**src/hw/ptf_pkg.sv**
```systemverilog
// Package for the program trace sync message formatter
package ptf_pkg;
  localparam int MDO_W      = 8;       // Message data-out pin count
  localparam int ADDR_W     = 23;      // Full target address width
  localparam int CNT_W      = 8;       // Instruction count field width
  localparam int BP_W       = 6;       // Bit pointer width
  localparam int TC_W       = 6;       // Type code width
  localparam int RC_W       = 4;       // Resource code width
  localparam int FLD_W      = 23;      // Widest field
  localparam int FLEN_W     = 5;       // Width of a field length
  localparam int FIELDS     = 4;       // Most fields in one message

  localparam logic [TC_W-1:0] TC_DIRECT   = 6'h0B;
  localparam logic [TC_W-1:0] TC_INDIRECT = 6'h0C;
  localparam logic [TC_W-1:0] TC_RES_FULL = 6'h1B;
  localparam logic [TC_W-1:0] TC_DIR_CMP  = 6'h3C;
  localparam logic [TC_W-1:0] TC_IND_CMP  = 6'h3D;
  localparam logic [RC_W-1:0] RC_CNT_FULL = 4'h0;

  localparam logic [8:0] CNT_MAX   = 9'h100;  // 256 instructions
  localparam logic [FLEN_W-1:0] LEN_TC  = 5'h06;
  localparam logic [FLEN_W-1:0] LEN_BP  = 5'h06;
  localparam logic [FLEN_W-1:0] LEN_ONE = 5'h01;

  // Trace event from the core
  typedef struct packed {
    logic              indirect;   // Indirect branch, else direct
    logic              compressed; // Compressed code
    logic              exception;  // Event caused by an exception
    logic [BP_W-1:0]   bit_ptr;    // Start bit within word
    logic [ADDR_W-1:0] target;     // Full target address
    logic              cancelled;  // Messages cancelled flag
  } ptf_event_t;

  // One output beat on the data-out pins
  typedef struct packed {
    logic [MDO_W-1:0] data;
    logic             mseo_n;      // Low inside a field
  } ptf_beat_t;

  // One field to be shifted out
  typedef struct packed {
    logic [FLD_W-1:0]  val;
    logic [FLEN_W-1:0] len;
  } ptf_field_t;

  typedef enum logic [1:0] {
    PTF_IDLE = 2'b00,
    PTF_SEND = 2'b01,
    PTF_LAST = 2'b11
  } ptf_state_t;
endpackage

```
**src/hw/ptf_formatter.sv**
```systemverilog
// Program trace sync message formatter, top level
// Notes on behaviour
// - Select bit set puts instruction count in place of cancelled flag.
// - On exception the count reported is one lower than old modules.
// - Select clear: direct sync is type 11, cancelled bit, address.
// - Select set: direct sync is type 11, count, then address.
// - Select clear: indirect sync is type 12 then address.
// - Select set: indirect sync is type 12, count, then address.
// - Compressed forms add a six bit start bit pointer.
// - Select clear: compressed direct is type 60, pointer, address.
// - Select set: compressed direct is 60, count, pointer, address.
// - Bits shifted out depend on the data-out pin count.
// - Compressed indirect uses type 61, same layout as direct.
// - Count reaching 256 without branch emits a resource full message.
// - Resource full carries code 0000 for count full.
`timescale 1ns/1ns
module ptf_formatter (
  input  wire logic                sys_clk,     // System clock, 250 MHz
  input  wire logic                rst,         // Sync reset, active high
  input  wire logic                sync_count_select, // Layout select
  input  wire logic                instr_retire, // One instruction done
  input  wire logic                ev_vld,      // Sync event offered
  input  wire ptf_pkg::ptf_event_t ev,          // Sync event data
  output logic                     ev_rdy,      // Event taken
  output logic [ptf_pkg::MDO_W-1:0] mdo,        // Message data out
  output logic                     mseo_n,      // Message start/end out
  output logic                     cnt_stall    // Retire must wait
);
  ////////////////////////////////////////////////////////////////////////
  typedef struct packed {
    ptf_pkg::ptf_state_t state;
    logic [1:0]          idx;     // Field being sent
    logic [1:0]          nfld;    // Index of last field
    ptf_pkg::ptf_field_t [ptf_pkg::FIELDS-1:0] flds;
    logic [8:0]          instruction_count;
    logic                sel;     // Select bit latched per message
  } ptf_st_t;

  ptf_st_t st_ff;
  ptf_st_t nxt_st;
  logic    fld_rdy;
  ptf_pkg::ptf_beat_t beat;
  logic    cnt_full;
  logic [7:0] cnt_rep;
  logic [ptf_pkg::FLEN_W-1:0] cnt_len;
  logic [ptf_pkg::FLEN_W-1:0] adr_len;

  // Full count must be flushed as a resource full message first
  assign cnt_full  = st_ff.instruction_count == ptf_pkg::CNT_MAX;
  assign cnt_stall = cnt_full;
  assign ev_rdy    = st_ff.state == ptf_pkg::PTF_IDLE && !cnt_full;
  assign mdo       = beat.data;
  assign mseo_n    = beat.mseo_n;

  // Exception drops the faulting instruction from the count
  always_comb begin
    cnt_rep = st_ff.instruction_count[7:0];
    if (ev.exception && st_ff.instruction_count != 9'h000) begin
      cnt_rep = 8'(st_ff.instruction_count - 9'h001);
    end
  end

  // Significant widths of variable fields, at least one bit
  function automatic logic [ptf_pkg::FLEN_W-1:0] sig_len(
      input logic [ptf_pkg::FLD_W-1:0] v);
    logic [ptf_pkg::FLEN_W-1:0] n;
    n = ptf_pkg::LEN_ONE;
    for (int i = 0; i < ptf_pkg::FLD_W; i++) begin
      if (v[i]) begin
        n = 5'(i + 1);
      end
    end
    return n;
  endfunction

  assign cnt_len = sig_len({15'h0000, cnt_rep});
  assign adr_len = sig_len(ev.target);

  ////////////////////////////////////////////////////////////////////////
  // Message builder and field sequencer
  always_comb begin
    nxt_st = st_ff;
    if (instr_retire && !cnt_full) begin
      nxt_st.instruction_count = st_ff.instruction_count + 9'h001;
    end
    case (st_ff.state)
      ptf_pkg::PTF_IDLE: begin
        nxt_st.idx = 2'h0;
        if (cnt_full) begin
          // Resource full: type 27 then code 0000, count restarts
          nxt_st.flds[0] = '{23'(ptf_pkg::TC_RES_FULL), ptf_pkg::LEN_TC};
          nxt_st.flds[1] = '{23'(ptf_pkg::RC_CNT_FULL),
                             5'(ptf_pkg::RC_W)};
          nxt_st.nfld  = 2'h1;
          nxt_st.instruction_count = instr_retire ? 9'h001 : 9'h000;
          nxt_st.state = ptf_pkg::PTF_SEND;
        end else if (ev_vld) begin
          nxt_st.sel = sync_count_select;
          nxt_st.instruction_count = instr_retire ? 9'h001 : 9'h000;
          nxt_st.flds[0].len = ptf_pkg::LEN_TC;
          // Type code by branch kind and code density
          case ({ev.compressed, ev.indirect})
            2'b00: nxt_st.flds[0].val = 23'(ptf_pkg::TC_DIRECT);
            2'b01: nxt_st.flds[0].val = 23'(ptf_pkg::TC_INDIRECT);
            2'b10: nxt_st.flds[0].val = 23'(ptf_pkg::TC_DIR_CMP);
            2'b11: nxt_st.flds[0].val = 23'(ptf_pkg::TC_IND_CMP);
            default: nxt_st.flds[0].val = '0;
          endcase
          if (sync_count_select) begin
            // Count replaces the cancelled flag
            nxt_st.flds[1] = '{23'(cnt_rep), cnt_len};
            if (ev.compressed) begin
              nxt_st.flds[2] = '{23'(ev.bit_ptr),
                                 ptf_pkg::LEN_BP};
              nxt_st.flds[3] = '{ev.target, adr_len};
              nxt_st.nfld    = 2'h3;
            end else begin
              nxt_st.flds[2] = '{ev.target, adr_len};
              nxt_st.nfld    = 2'h2;
            end
          end else if (ev.compressed) begin
            nxt_st.flds[1] = '{23'(ev.bit_ptr), ptf_pkg::LEN_BP};
            nxt_st.flds[2] = '{ev.target, adr_len};
            nxt_st.nfld    = 2'h2;
          end else if (!ev.indirect) begin
            nxt_st.flds[1] = '{23'(ev.cancelled), ptf_pkg::LEN_ONE};
            nxt_st.flds[2] = '{ev.target, adr_len};
            nxt_st.nfld    = 2'h2;
          end else begin
            nxt_st.flds[1] = '{ev.target, adr_len};
            nxt_st.nfld    = 2'h1;
          end
          nxt_st.state = ptf_pkg::PTF_SEND;
        end
      end
      ptf_pkg::PTF_SEND: begin
        if (fld_rdy) begin
          if (st_ff.idx == st_ff.nfld) begin
            nxt_st.state = ptf_pkg::PTF_LAST;
          end else begin
            nxt_st.idx = st_ff.idx + 2'h1;
          end
        end
      end
      ptf_pkg::PTF_LAST: begin
        // Wait for the final field to drain before idling
        if (fld_rdy) begin
          nxt_st.state = ptf_pkg::PTF_IDLE;
        end
      end
      default: nxt_st.state = ptf_pkg::PTF_IDLE;
    endcase
  end

  // Register the state copy
  always_ff @(posedge sys_clk) begin
    if (rst) begin
      st_ff <= '0;
    end else begin
      st_ff <= nxt_st;
    end
  end

  ////////////////////////////////////////////////////////////////////////
  // Pin packing depends on the data-out width
  ptf_shifter u_shift (
    .sys_clk (sys_clk),
    .rst     (rst),
    .fld_vld (st_ff.state == ptf_pkg::PTF_SEND),
    .fld     (st_ff.flds[st_ff.idx]),
    .fld_end (st_ff.idx == st_ff.nfld),
    .fld_rdy (fld_rdy),
    .beat    (beat)
  );

  ////////////////////////////////////////////////////////////////////////
  chk_count_cap: assert property (@(posedge sys_clk) disable iff (rst)
    st_ff.instruction_count <= ptf_pkg::CNT_MAX)
    else $error("instruction count passed its cap");
  chk_full_msg: assert property (@(posedge sys_clk) disable iff (rst)
    cnt_full && st_ff.state == ptf_pkg::PTF_IDLE |=>
    st_ff.flds[0].val == 23'(ptf_pkg::TC_RES_FULL) &&
    st_ff.flds[1].val == 23'(ptf_pkg::RC_CNT_FULL))
    else $error("resource full message malformed");
  chk_sel_hold: assert property (@(posedge sys_clk) disable iff (rst)
    st_ff.state != ptf_pkg::PTF_IDLE |=> $stable(st_ff.sel))
    else $error("layout select changed mid message");
  chk_cnt_field: assert property (@(posedge sys_clk) disable iff (rst)
    ev_vld && ev_rdy && sync_count_select && !ev.exception |=>
    st_ff.flds[1].val == 23'($past(st_ff.instruction_count[7:0])))
    else $error("count field not placed");
  chk_exc_minus: assert property (@(posedge sys_clk) disable iff (rst)
    ev_vld && ev_rdy && sync_count_select && ev.exception &&
    st_ff.instruction_count != 9'h000 |=>
    st_ff.flds[1].val == 23'($past(st_ff.instruction_count) - 9'h001))
    else $error("exception count not reduced by one");
  chk_dir_plain: assert property (@(posedge sys_clk) disable iff (rst)
    ev_vld && ev_rdy && !sync_count_select && !ev.compressed &&
    !ev.indirect |=> st_ff.flds[0].val == 23'h00000B &&
    st_ff.flds[1].len == 5'h01 && st_ff.nfld == 2'h2)
    else $error("direct sync layout wrong");
  chk_ind_plain: assert property (@(posedge sys_clk) disable iff (rst)
    ev_vld && ev_rdy && !sync_count_select && !ev.compressed &&
    ev.indirect |=> st_ff.flds[0].val == 23'h00000C &&
    st_ff.nfld == 2'h1)
    else $error("indirect sync layout wrong");
  chk_cmp_ptr: assert property (@(posedge sys_clk) disable iff (rst)
    ev_vld && ev_rdy && ev.compressed && sync_count_select |=>
    st_ff.flds[2].len == 5'h06 && st_ff.nfld == 2'h3)
    else $error("compressed pointer misplaced");
  chk_cmp_code: assert property (@(posedge sys_clk) disable iff (rst)
    ev_vld && ev_rdy && ev.compressed && ev.indirect |=>
    st_ff.flds[0].val == 23'h00003D)
    else $error("compressed indirect code wrong");
  chk_msg_ends: assert property (@(posedge sys_clk) disable iff (rst)
    st_ff.state == ptf_pkg::PTF_SEND |-> ##[1:40]
    st_ff.state == ptf_pkg::PTF_IDLE)
    else $error("message never finished");

  cov_full_msg: cover property (@(posedge sys_clk) cnt_full);
  cov_cmp_cnt: cover property (@(posedge sys_clk)
    ev_vld && ev_rdy && ev.compressed && sync_count_select);
  cov_plain: cover property (@(posedge sys_clk)
    ev_vld && ev_rdy && !sync_count_select);
endmodule

```
**src/hw/ptf_shifter.sv**
```systemverilog
// Field shifter: packs message fields onto the data-out pins
`timescale 1ns/1ns
module ptf_shifter (
  input  wire logic                sys_clk,  // System clock
  input  wire logic                rst,      // Sync reset, active high
  input  wire logic                fld_vld,  // Field offered
  input  wire ptf_pkg::ptf_field_t fld,      // Field value and length
  input  wire logic                fld_end,  // Field ends the message
  output logic                     fld_rdy,  // Field taken
  output ptf_pkg::ptf_beat_t       beat      // Pin beat
);
  typedef struct packed {
    logic [ptf_pkg::FLD_W-1:0]  val;
    logic [ptf_pkg::FLEN_W-1:0] left;
    logic                       last;
    logic                       busy;
    ptf_pkg::ptf_beat_t         beat;
  } ptf_shst_t;

  ptf_shst_t st_ff;
  ptf_shst_t nxt_st;

  // Take a new field only when the previous one has fully left
  assign fld_rdy = !st_ff.busy;
  assign beat    = st_ff.beat;

  // Each field starts on a fresh beat; mseo_n marks field end
  always_comb begin
    nxt_st = st_ff;
    nxt_st.beat.data   = '0;
    nxt_st.beat.mseo_n = 1'b1;
    if (st_ff.busy) begin
      nxt_st.beat.data = st_ff.val[ptf_pkg::MDO_W-1:0];
      nxt_st.val = st_ff.val >> ptf_pkg::MDO_W;
      if (st_ff.left <= 5'(ptf_pkg::MDO_W)) begin
        nxt_st.busy = 1'b0;
        nxt_st.left = '0;
        // Final beat of the field; the idle beat follows on the next cycle, with or without a load
        nxt_st.beat.mseo_n = 1'b0;
      end else begin
        nxt_st.left = st_ff.left - 5'(ptf_pkg::MDO_W);
        nxt_st.beat.mseo_n = 1'b0;
      end
    end else if (fld_vld) begin
      nxt_st.val  = fld.val;
      nxt_st.left = fld.len;
      nxt_st.last = fld_end;
      nxt_st.busy = 1'b1;
    end
  end

  // Register the state copy
  always_ff @(posedge sys_clk) begin
    if (rst) begin
      st_ff <= '0;
      st_ff.beat.mseo_n <= 1'b1;
    end else begin
      st_ff <= nxt_st;
    end
  end

  // A beat inside a field always has mseo_n low
  chk_shift_beat: assert property (@(posedge sys_clk) disable iff (rst)
    st_ff.busy |=> !beat.mseo_n)
    else $error("beat not marked during field");

  // After the closing field of a message the pins fall back to idle
  chk_last_idle: assert property (@(posedge sys_clk) disable iff (rst)
    st_ff.busy && st_ff.last && st_ff.left <= 5'(ptf_pkg::MDO_W) |=>
    ##1 beat.mseo_n)
    else $error("pins not idle after message end");
endmodule
```
**config.mk**
```make
export PLATFORM = sky130hd
export DESIGN_NAME = ptf_formatter
export DESIGN_NICKNAME = d
export VERILOG_FILES = /design/src/hw/ptf_pkg.sv /design/src/hw/ptf_formatter.sv /design/src/hw/ptf_shifter.sv
export SDC_FILE = /design/constraint.sdc
export NUM_CORES = 1
export LEC_CHECK = 0
export ABC_AREA = 0
export BUFFER_PORTS_ARGS = -buffer_cell sky130_fd_sc_hd__buf_2
export CAP_MARGIN = 40
export CORE_ASPECT_RATIO = 1.4
export CORE_MARGIN = 1.5
export CORE_UTILIZATION = 30
export DETAILED_ROUTE_END_ITERATION = 8
export GPL_ROUTABILITY_DRIVEN = 0
export SKIP_CTS_REPAIR_TIMING = 1
export SLEW_MARGIN = 20
export SYNTH_ARGS = -nofsm -noshare
export SYNTH_HDL_FRONTEND = slang
export SYNTH_SLANG_ARGS = --single-unit
export TNS_END_PERCENT = 20
```
**constraint.sdc**
```tcl
create_clock -name sys_clk -period 2.4 [get_ports sys_clk]
set_clock_uncertainty 0.1 [all_clocks]
set_input_delay 0.12 -clock sys_clk [delete_from_list [all_inputs] [get_ports sys_clk]]
set_output_delay 0.12 -clock sys_clk [all_outputs]
set_load 0.01 [all_outputs]
```
==> reports/results.tsv, run 1 <==
stage	metric	value	unit
cts	h-tree-depth	4	
sta	fmax	407	MHz
floorplanning	fp.coreArea	21800	um2
sta	hold_viol_final	0	
placement	post-dp-hpwl	13.6	mm
setup_path	reg2reg_depth	10	
final_layout	fin_nets	932	
floorplanning	die_area	23100	um2
cts	ctsLongestPathBuffers	2	
synth	seq_area_frac_synth	43.0	%
detailed_routing	drtAntennaViolNets	0	
detailed_routing	drcViolationCount	0	
final_layout	drive_above_1_share	20.3	%
outcome	status	finished, violations left	
grt	first_global_vias	5590	
setup_path	crit_buf_inv	4	
cts	clock-sinks	143	
cts	clk_pin_slew_worst_paths	0.06	ns
floorplanning	die_width	129	um
placement	dp.cells	1125	
synth	synth_fp_nets	850	
power	finalPower	5.89	mW
setup_path	critPathKind	register to primary output	
setup_path	crit_top_cell	buf_6	
cts	cts_buffers	17	
hold_path	whs_path_depth	3	
sta	fin_crit	2.45	ns
synth	ys_types	53	
final_layout	antenna_cells	0	
setup_path	cpPeakStageDelay	0.49	ns
cts	cts_tree	yes	
sta	drv_slew	0	
outcome	violations	setup timing	
final_layout	syn_to_final_growth	27.0	%
synth	synth_top_cells_by_area	dfxtp_1 (43%), nand2_1 (7.1%), a21oi_1 (6.7%), nor2_1 (5.1%), mux2_2 (4.1%)	
sta	setup_viol	17	
synth	yosysWarnings	0	
final_layout	instances_no_fill	1200	
detailed_routing	vias	6156	
floorplanning	start_util	30.6	%
cts	clockRootBuffer	clkbuf_16	
sta	worst_pin_slew	0.693	ns
synth	yosysMostFrequentCell	dfxtp_1	
synth	synth_area_leader_cell	dfxtp_1	
floorplanning	die_h	179	um
sta	slew_headroom	53.3	%
synth	netlist_area	6660	um2
setup_path	ff2ff_setup_slack	-0.05	ns
synth	syn_inst	808	
power	p_leak	3.21	nW
hold_path	hp-class	primary input to register	
grt	grt_overflow_total	0	
hold_path	worstHoldStart	ev_vld	
detailed_routing	post_drt_wl_per_cell	17.2	um
hold_path	min_to	st_ff[126]$_SDFFE_PP0P_	
grt	grt_use_total	17.5	%
detailed_routing	wl	20.6	mm
placement	io_buffer_count	48	
synth	synth_commonest_cells	dfxtp_1 (143), nand2_1 (126), nor2_1 (90)	
sta	rsz0062_at_grt	yes	
setup_path	worstPathArrival	2.23	ns
floorplanning	rows	64	
cts	clock_latency	0.43	ns
setup_path	cp.depth	8	
synth	synth_ff_type	dfxtp_1	
setup_path	reg2reg_to	st_ff[105]$_SDFFE_PP0P_	
setup_path	critPathSlowestCell	or4b_4	
setup_path	reg2reg_from	st_ff[2]$_SDFF_PP0_	
grt	grt_pass1_wl	30.9	mm
power	p_per_area	697	nW/um2
run	drv_cap	0	
synth	ys_ff_latch	143	
synth	ys_async_sr_fraction	0	%
detailed_routing	drt_iter0_drc	432	
setup_path	setup.worst_path.end_class	primary output	
setup_path	start_kind	register	
grt	antenna_found_initial	0	
power	max-vdd-ir-drop	0.473	mV
setup_path	crit_family	simple AND/OR/NAND/NOR gates	
grt	grt_max_degree	53	
setup_path	critPathRequiredTime	2.18	ns
floorplanning	io_pins	49	
setup_path	crit_chain	inv_2 -> ha_4 -> or4b_4 -> nor4b_4 -> buf_6 -> buf_6 -> nor3_2 -> buf_2	
sta	min_period_over_period	102	%
detailed_routing	first_pass_iters	5	
detailed_routing	viasPerCell	5.13	
synth	synth_edf_count	0	
synth	synth_top_area_share	43.0	%
synth	postSynthAreaPerCell	8.24	um2
sta	finalWorstSetupSlack	-0.0544	ns
setup_path	cp_max_fo	7	
## cell families after synthesis
group | after synthesis | share of synthesized area (%)
AOI/OAI and AO/OA | 202 | 19.8
xor gates and xnor gates | 11 | 1.45
adders and majority gates | 4 | 0.752
buffers and inverters | 84 | 5.51
DFF | 143 | 43.0
muxes | 35 | 7.22
and+or+nand+nor | 329 | 22.2
## layout by cell type, fill, tap and decap left out, types with 4 or more instances in the layout
cell type	Yosys	layout
a211oi_1	13	13
a21oi_1	89	87
a221oi_1	14	14
a22o_1	21	21
a22oi_1	9	9
a311oi_1	9	9
a31oi_1	4	4
and2_1	9	9
and3_1	5	5
buf_12	0	6
buf_2	11	48
buf_4	10	40
buf_6	0	4
clkbuf_1	43	4
clkbuf_16	0	21
clkinv_2	0	4
dfxtp_1	143	141
dlygate4sd3_1	0	30
inv_1	14	12
mux2_2	24	24
mux4_2	8	8
nand2_1	126	126
nand2b_1	4	4
nand3_1	30	30
nor2_1	90	89
nor2b_1	5	5
nor3_1	32	29
nor4_1	4	4
o211ai_1	5	5
o21ai_0	20	20
or3_1	10	9
xnor2_1	7	7
## worst reg2reg max path, stage by stage (launching register included)
cell	delay [ns]
dfxtp_2	0.32
inv_2	0.07
ha_4	0.14
or4b_4	0.49
nor4b_4	0.32
buf_6	0.17
nor2_1	0.12
nand3_4	0.21
clkbuf_16	0.22
nand2_1	0.07
a21oi_1	0.15
## registers in the layout, summed over array words and instances (netlist names)
register and cells:
u_shift.beat 9, st_ff 105, u_shift.st_ff 29
## stage by stage
| stage | utilization (%) | instance area (um2) | setup WS, ns | hold slack (ns) | setup TNS (ns) |
|---|---|---|---|---|---|
| after detailed placement | 33.8 | 7360 | -0.117 | 0.302 | -5.75 |
| final | 38.8 | 8450 | -0.0544 | 0.00459 | -0.370 |
| after floorplan | - | 6660 | -0.0252 | 0.145 | -0.274 |
| after CTS | 36.3 | 7900 | -0.248 | -0.149 | -7.91 |
| after global placement | 33.8 | 7360 | -0.0696 | 0.293 | -1.86 |
| after global routing | 38.8 | 8450 | -0.161 | 0.00418 | -6.35 |
## final cells by class
class | instances | area (um2)
Clock inverter | 10 | 90.1
Clock buffer | 22 | 454
Multi-Input combinational cell | 581 | 3510
Timing Repair Buffer | 133 | 1110
Tap cell | 297 | 372
Fill cell | 2258 | 13300
Sequential cell | 143 | 2870
Inverter | 14 | 52.6
## per-layer routing
metal / part of all wire [%] / up-vias / global-route usage [%]
met1: 42 / 2919 / 21.4
li1: - / 3019 / -
met5: 0 / - / 0
met3: 4.1 / 36 / 3.37
met2: 51 / 182 / 30.3
met4: 2.9 / 0 / 6.37
## worst max-delay path by stage
stage                        start  slack (ns)                      to
2_1_floorplan  st_ff[1]$_SDFF_PP0_       -0.03  st_ff[42]$_SDFFE_PP0P_
3_3_place_gp   st_ff[2]$_SDFF_PP0_       -0.07  st_ff[38]$_SDFFE_PP0P_
3_5_place_dp   st_ff[2]$_SDFF_PP0_       -0.12  st_ff[38]$_SDFFE_PP0P_
4_1_cts        st_ff[2]$_SDFF_PP0_       -0.25                  ev_rdy
5_1_grt        st_ff[2]$_SDFF_PP0_       -0.16                  ev_rdy
6_report       st_ff[2]$_SDFF_PP0_       -0.05                  ev_rdy
## power breakdown
group / switching [mW] / internal [mW] / total [mW]
clock network: 1.01 / 1.45 / 2.46
logic: 0.482 / 0.367 / 0.850
registers: 0.0813 / 2.50 / 2.58
Note: power is estimated with default switching activity, not from simulation.
==> run 2: changes to the inputs <==
--- a/config.mk
+++ b/config.mk
@@ -10,9 +10,10 @@
 export CAP_MARGIN = 40
 export CORE_ASPECT_RATIO = 1.4
 export CORE_MARGIN = 1.5
-export CORE_UTILIZATION = 30
+export CORE_UTILIZATION = 55
 export DETAILED_ROUTE_END_ITERATION = 8
 export GPL_ROUTABILITY_DRIVEN = 0
+export PLACE_DENSITY = 0.74
 export SKIP_CTS_REPAIR_TIMING = 1
 export SLEW_MARGIN = 20
 export SYNTH_ARGS = -nofsm -noshare
==> constraint.sdc (replaced) <==
create_clock -name sys_clk -period 3.05 [get_ports sys_clk]
set_clock_uncertainty 0.1 [all_clocks]
set_input_delay 0.1525 -clock sys_clk [delete_from_list [all_inputs] [get_ports sys_clk]]
set_output_delay 0.1525 -clock sys_clk [all_outputs]
set_load 0.01 [all_outputs]
==> run 2 against run 1 <==
The flow now finishes without violations. Setup slack better by 0.29 ns. Count of clock-buffer cells in the layout down 3. Final cell count down 15%. Critical endpoint unchanged. Largest power group is now clock. Sequential share of layout area up 2.5 points. First-iteration DRC count up 57%. Design area down 7.0%. Sequential power down 21%. Power down 21%.
==> reports/results.tsv, run 2 (synthesis results as in run 1) <==
stage	metric	value	unit	change
outcome	status	finished clean		
final_layout	top_register	st_ff		
floorplanning	start_util	56.3	%	+26 points
final_layout	largest_reg_flops	105		unchanged
detailed_routing	drt_iter0_drc	678		+57%
run	drv_cap	0		unchanged
sta	fmax	356	MHz	
cts	clock_latency	0.41	ns	-0.02 ns
sta	setup_viol	0		-17
grt	grt_use_total	30.1	%	+13 points
floorplanning	io_pins	49		unchanged
final_layout	nFillCells	978		-57%
grt	grt_pass1_wl	29.8	mm	-3.6%
detailed_routing	wl	18.7	mm	-9.3%
floorplanning	fp.coreArea	11800	um2	-46%
sta	worst_pin_slew	0.803	ns	+0.109 ns
cts	h-tree-depth	4		unchanged
cts	cts_tree	yes		
final_layout	most-common-layout-cells	dfxtp_1 (142), nand2_1 (126), nor2_1 (89), a21oi_1 (89), buf_2 (48)		
power	p_per_area	594	nW/um2	-15%
floorplanning	die_h	133	um	-26%
detailed_routing	post_drt_wl_per_cell	18.3	um	+6.8%
setup_path	setup.worst_path.end_class	primary output		
setup_path	critPathRequiredTime	2.80	ns	+0.62 ns
floorplanning	die_width	96.0	um	-26%
cts	clock-sinks	143		unchanged
floorplanning	die_area	12800	um2	-45%
final_layout	instances_no_fill	1019		-15%
grt	first_global_vias	5917		+5.8%
power	max-vdd-ir-drop	0.405	mV	-14%
sta	min_period_over_period	92.1	%	
setup_path	start_kind	register		
hold_path	hp-class	primary input to register		
final_layout	antenna_cells	0		unchanged
placement	post-dp-hpwl	12.5	mm	-7.8%
detailed_routing	first_pass_iters	6		+1
final_layout	reg.largest.list	st_ff: 105 flops, u_shift.st_ff: 29 flops, u_shift.beat: 9 flops		
detailed_routing	vias	6349		+3.1%
placement	io_buffer_count	48		unchanged
final_layout	syn_to_final_growth	18.1	%	
sta	slew_headroom	46.4	%	-6.9 points
final_layout	fin_nets	901		-3.3%
detailed_routing	drtAntennaViolNets	0		unchanged
sta	hold_viol_final	0		unchanged
sta	fin_crit	2.81	ns	
sta	tns	0	ns	+0.370 ns
setup_path	critPathKind	register to primary output		
grt	grt_overflow_total	0		unchanged
sta	drv_slew	0		unchanged
setup_path	worstPathArrival	2.56	ns	+0.33 ns
grt	antenna_found_initial	0		unchanged
final_layout	seqCellArea	2860	um2	about the same
sta	rsz0062_at_grt	no		
cts	clockRootBuffer	clkbuf_16		
final_layout	drive_above_1_share	16.6	%	-3.6 points
power	p_leak	3.00	nW	-6.4%
cts	cts_buffers	17		unchanged
setup_path	cp_max_fo	7		unchanged
detailed_routing	drcViolationCount	0		unchanged
final_layout	multiInputGateArea	3450	um2	-1.7%
floorplanning	rows	47		-27%
grt	grt_max_degree	40		-25%
final_layout	layout_commonest_cell	dfxtp_1		
placement	dp.cells	955		-15%
final_layout	post-route-util	66.5	%	+28 points
cts	clk_pin_slew_worst_paths	0.06	ns	about the same
detailed_routing	viasPerCell	6.23		+21%
cts	ctsLongestPathBuffers	2		unchanged
## run 2: final cells by class
| type | instances | area share (%) |
|---|---|---|
| Timing Repair Buffer | 102 | 9.17 |
| Sequential cell | 143 | 36.4 |
| Multi-Input combinational cell | 581 | 43.9 |
| Tap cell | 147 | 2.34 |
| Clock buffer | 19 | 5.76 |
| Inverter | 14 | 0.669 |
| Clock inverter | 13 | 1.77 |
## run 2: critical path, stage by stage (launching register included)
cell     delay (ns)
dfxtp_1        0.38
inv_1          0.09
ha_1           0.19
or4b_1         0.60
nor4b_4        0.47
buf_4          0.22
nor3_1         0.04
buf_2          0.15
## run 2: per-layer routing
layer / vias to the layer above / routed length [um] / track usage (%)
met5: - / 0 / 0
met4: 0 / 671 / 12.7
met3: 53 / 1220 / 6.34
met2: 287 / 9380 / 49.5
met1: 3041 / 7390 / 37.4
li1: 2968 / - / -
## run 2: final timing paths
kind                                                        to  cells past startpoint                            from  slack [ns]
worst min-delay path                   st_ff[126]$_SDFFE_PP0P_                      3                          ev_vld        0.01
worst max-delay path                                    ev_rdy                      7             st_ff[1]$_SDFF_PP0_        0.24
worst min register to register  u_shift.st_ff[26]$_SDFFE_PP0P_                      2  u_shift.st_ff[34]$_SDFFE_PP0P_        0.36
worst max register to register         st_ff[119]$_SDFFE_PP0P_                      8             st_ff[1]$_SDFF_PP0_        0.25
## run 2: metrics by stage
step / setup slack, ns / total power [mW] / hold WS [ns] / area (um2)
final: 0.240 / 4.67 / 0.0130 / 7860
after floorplan: 0.622 / 2.42 / 0.178 / 6660
after global placement: 0.294 / 2.59 / 0.323 / 6950
after global routing: 0.0660 / 4.85 / 0.0178 / 7860
after detailed placement: 0.0974 / 2.61 / 0.331 / 6950
after CTS: 0.0663 / 4.64 / -0.100 / 7540
## run 2: report_power, final
part / leakage, nW / internal [mW] / switching [mW]
registers: 1.17 / 1.97 / 0.0636
logic: 1.56 / 0.231 / 0.360
clock network: 0.277 / 1.25 / 0.805
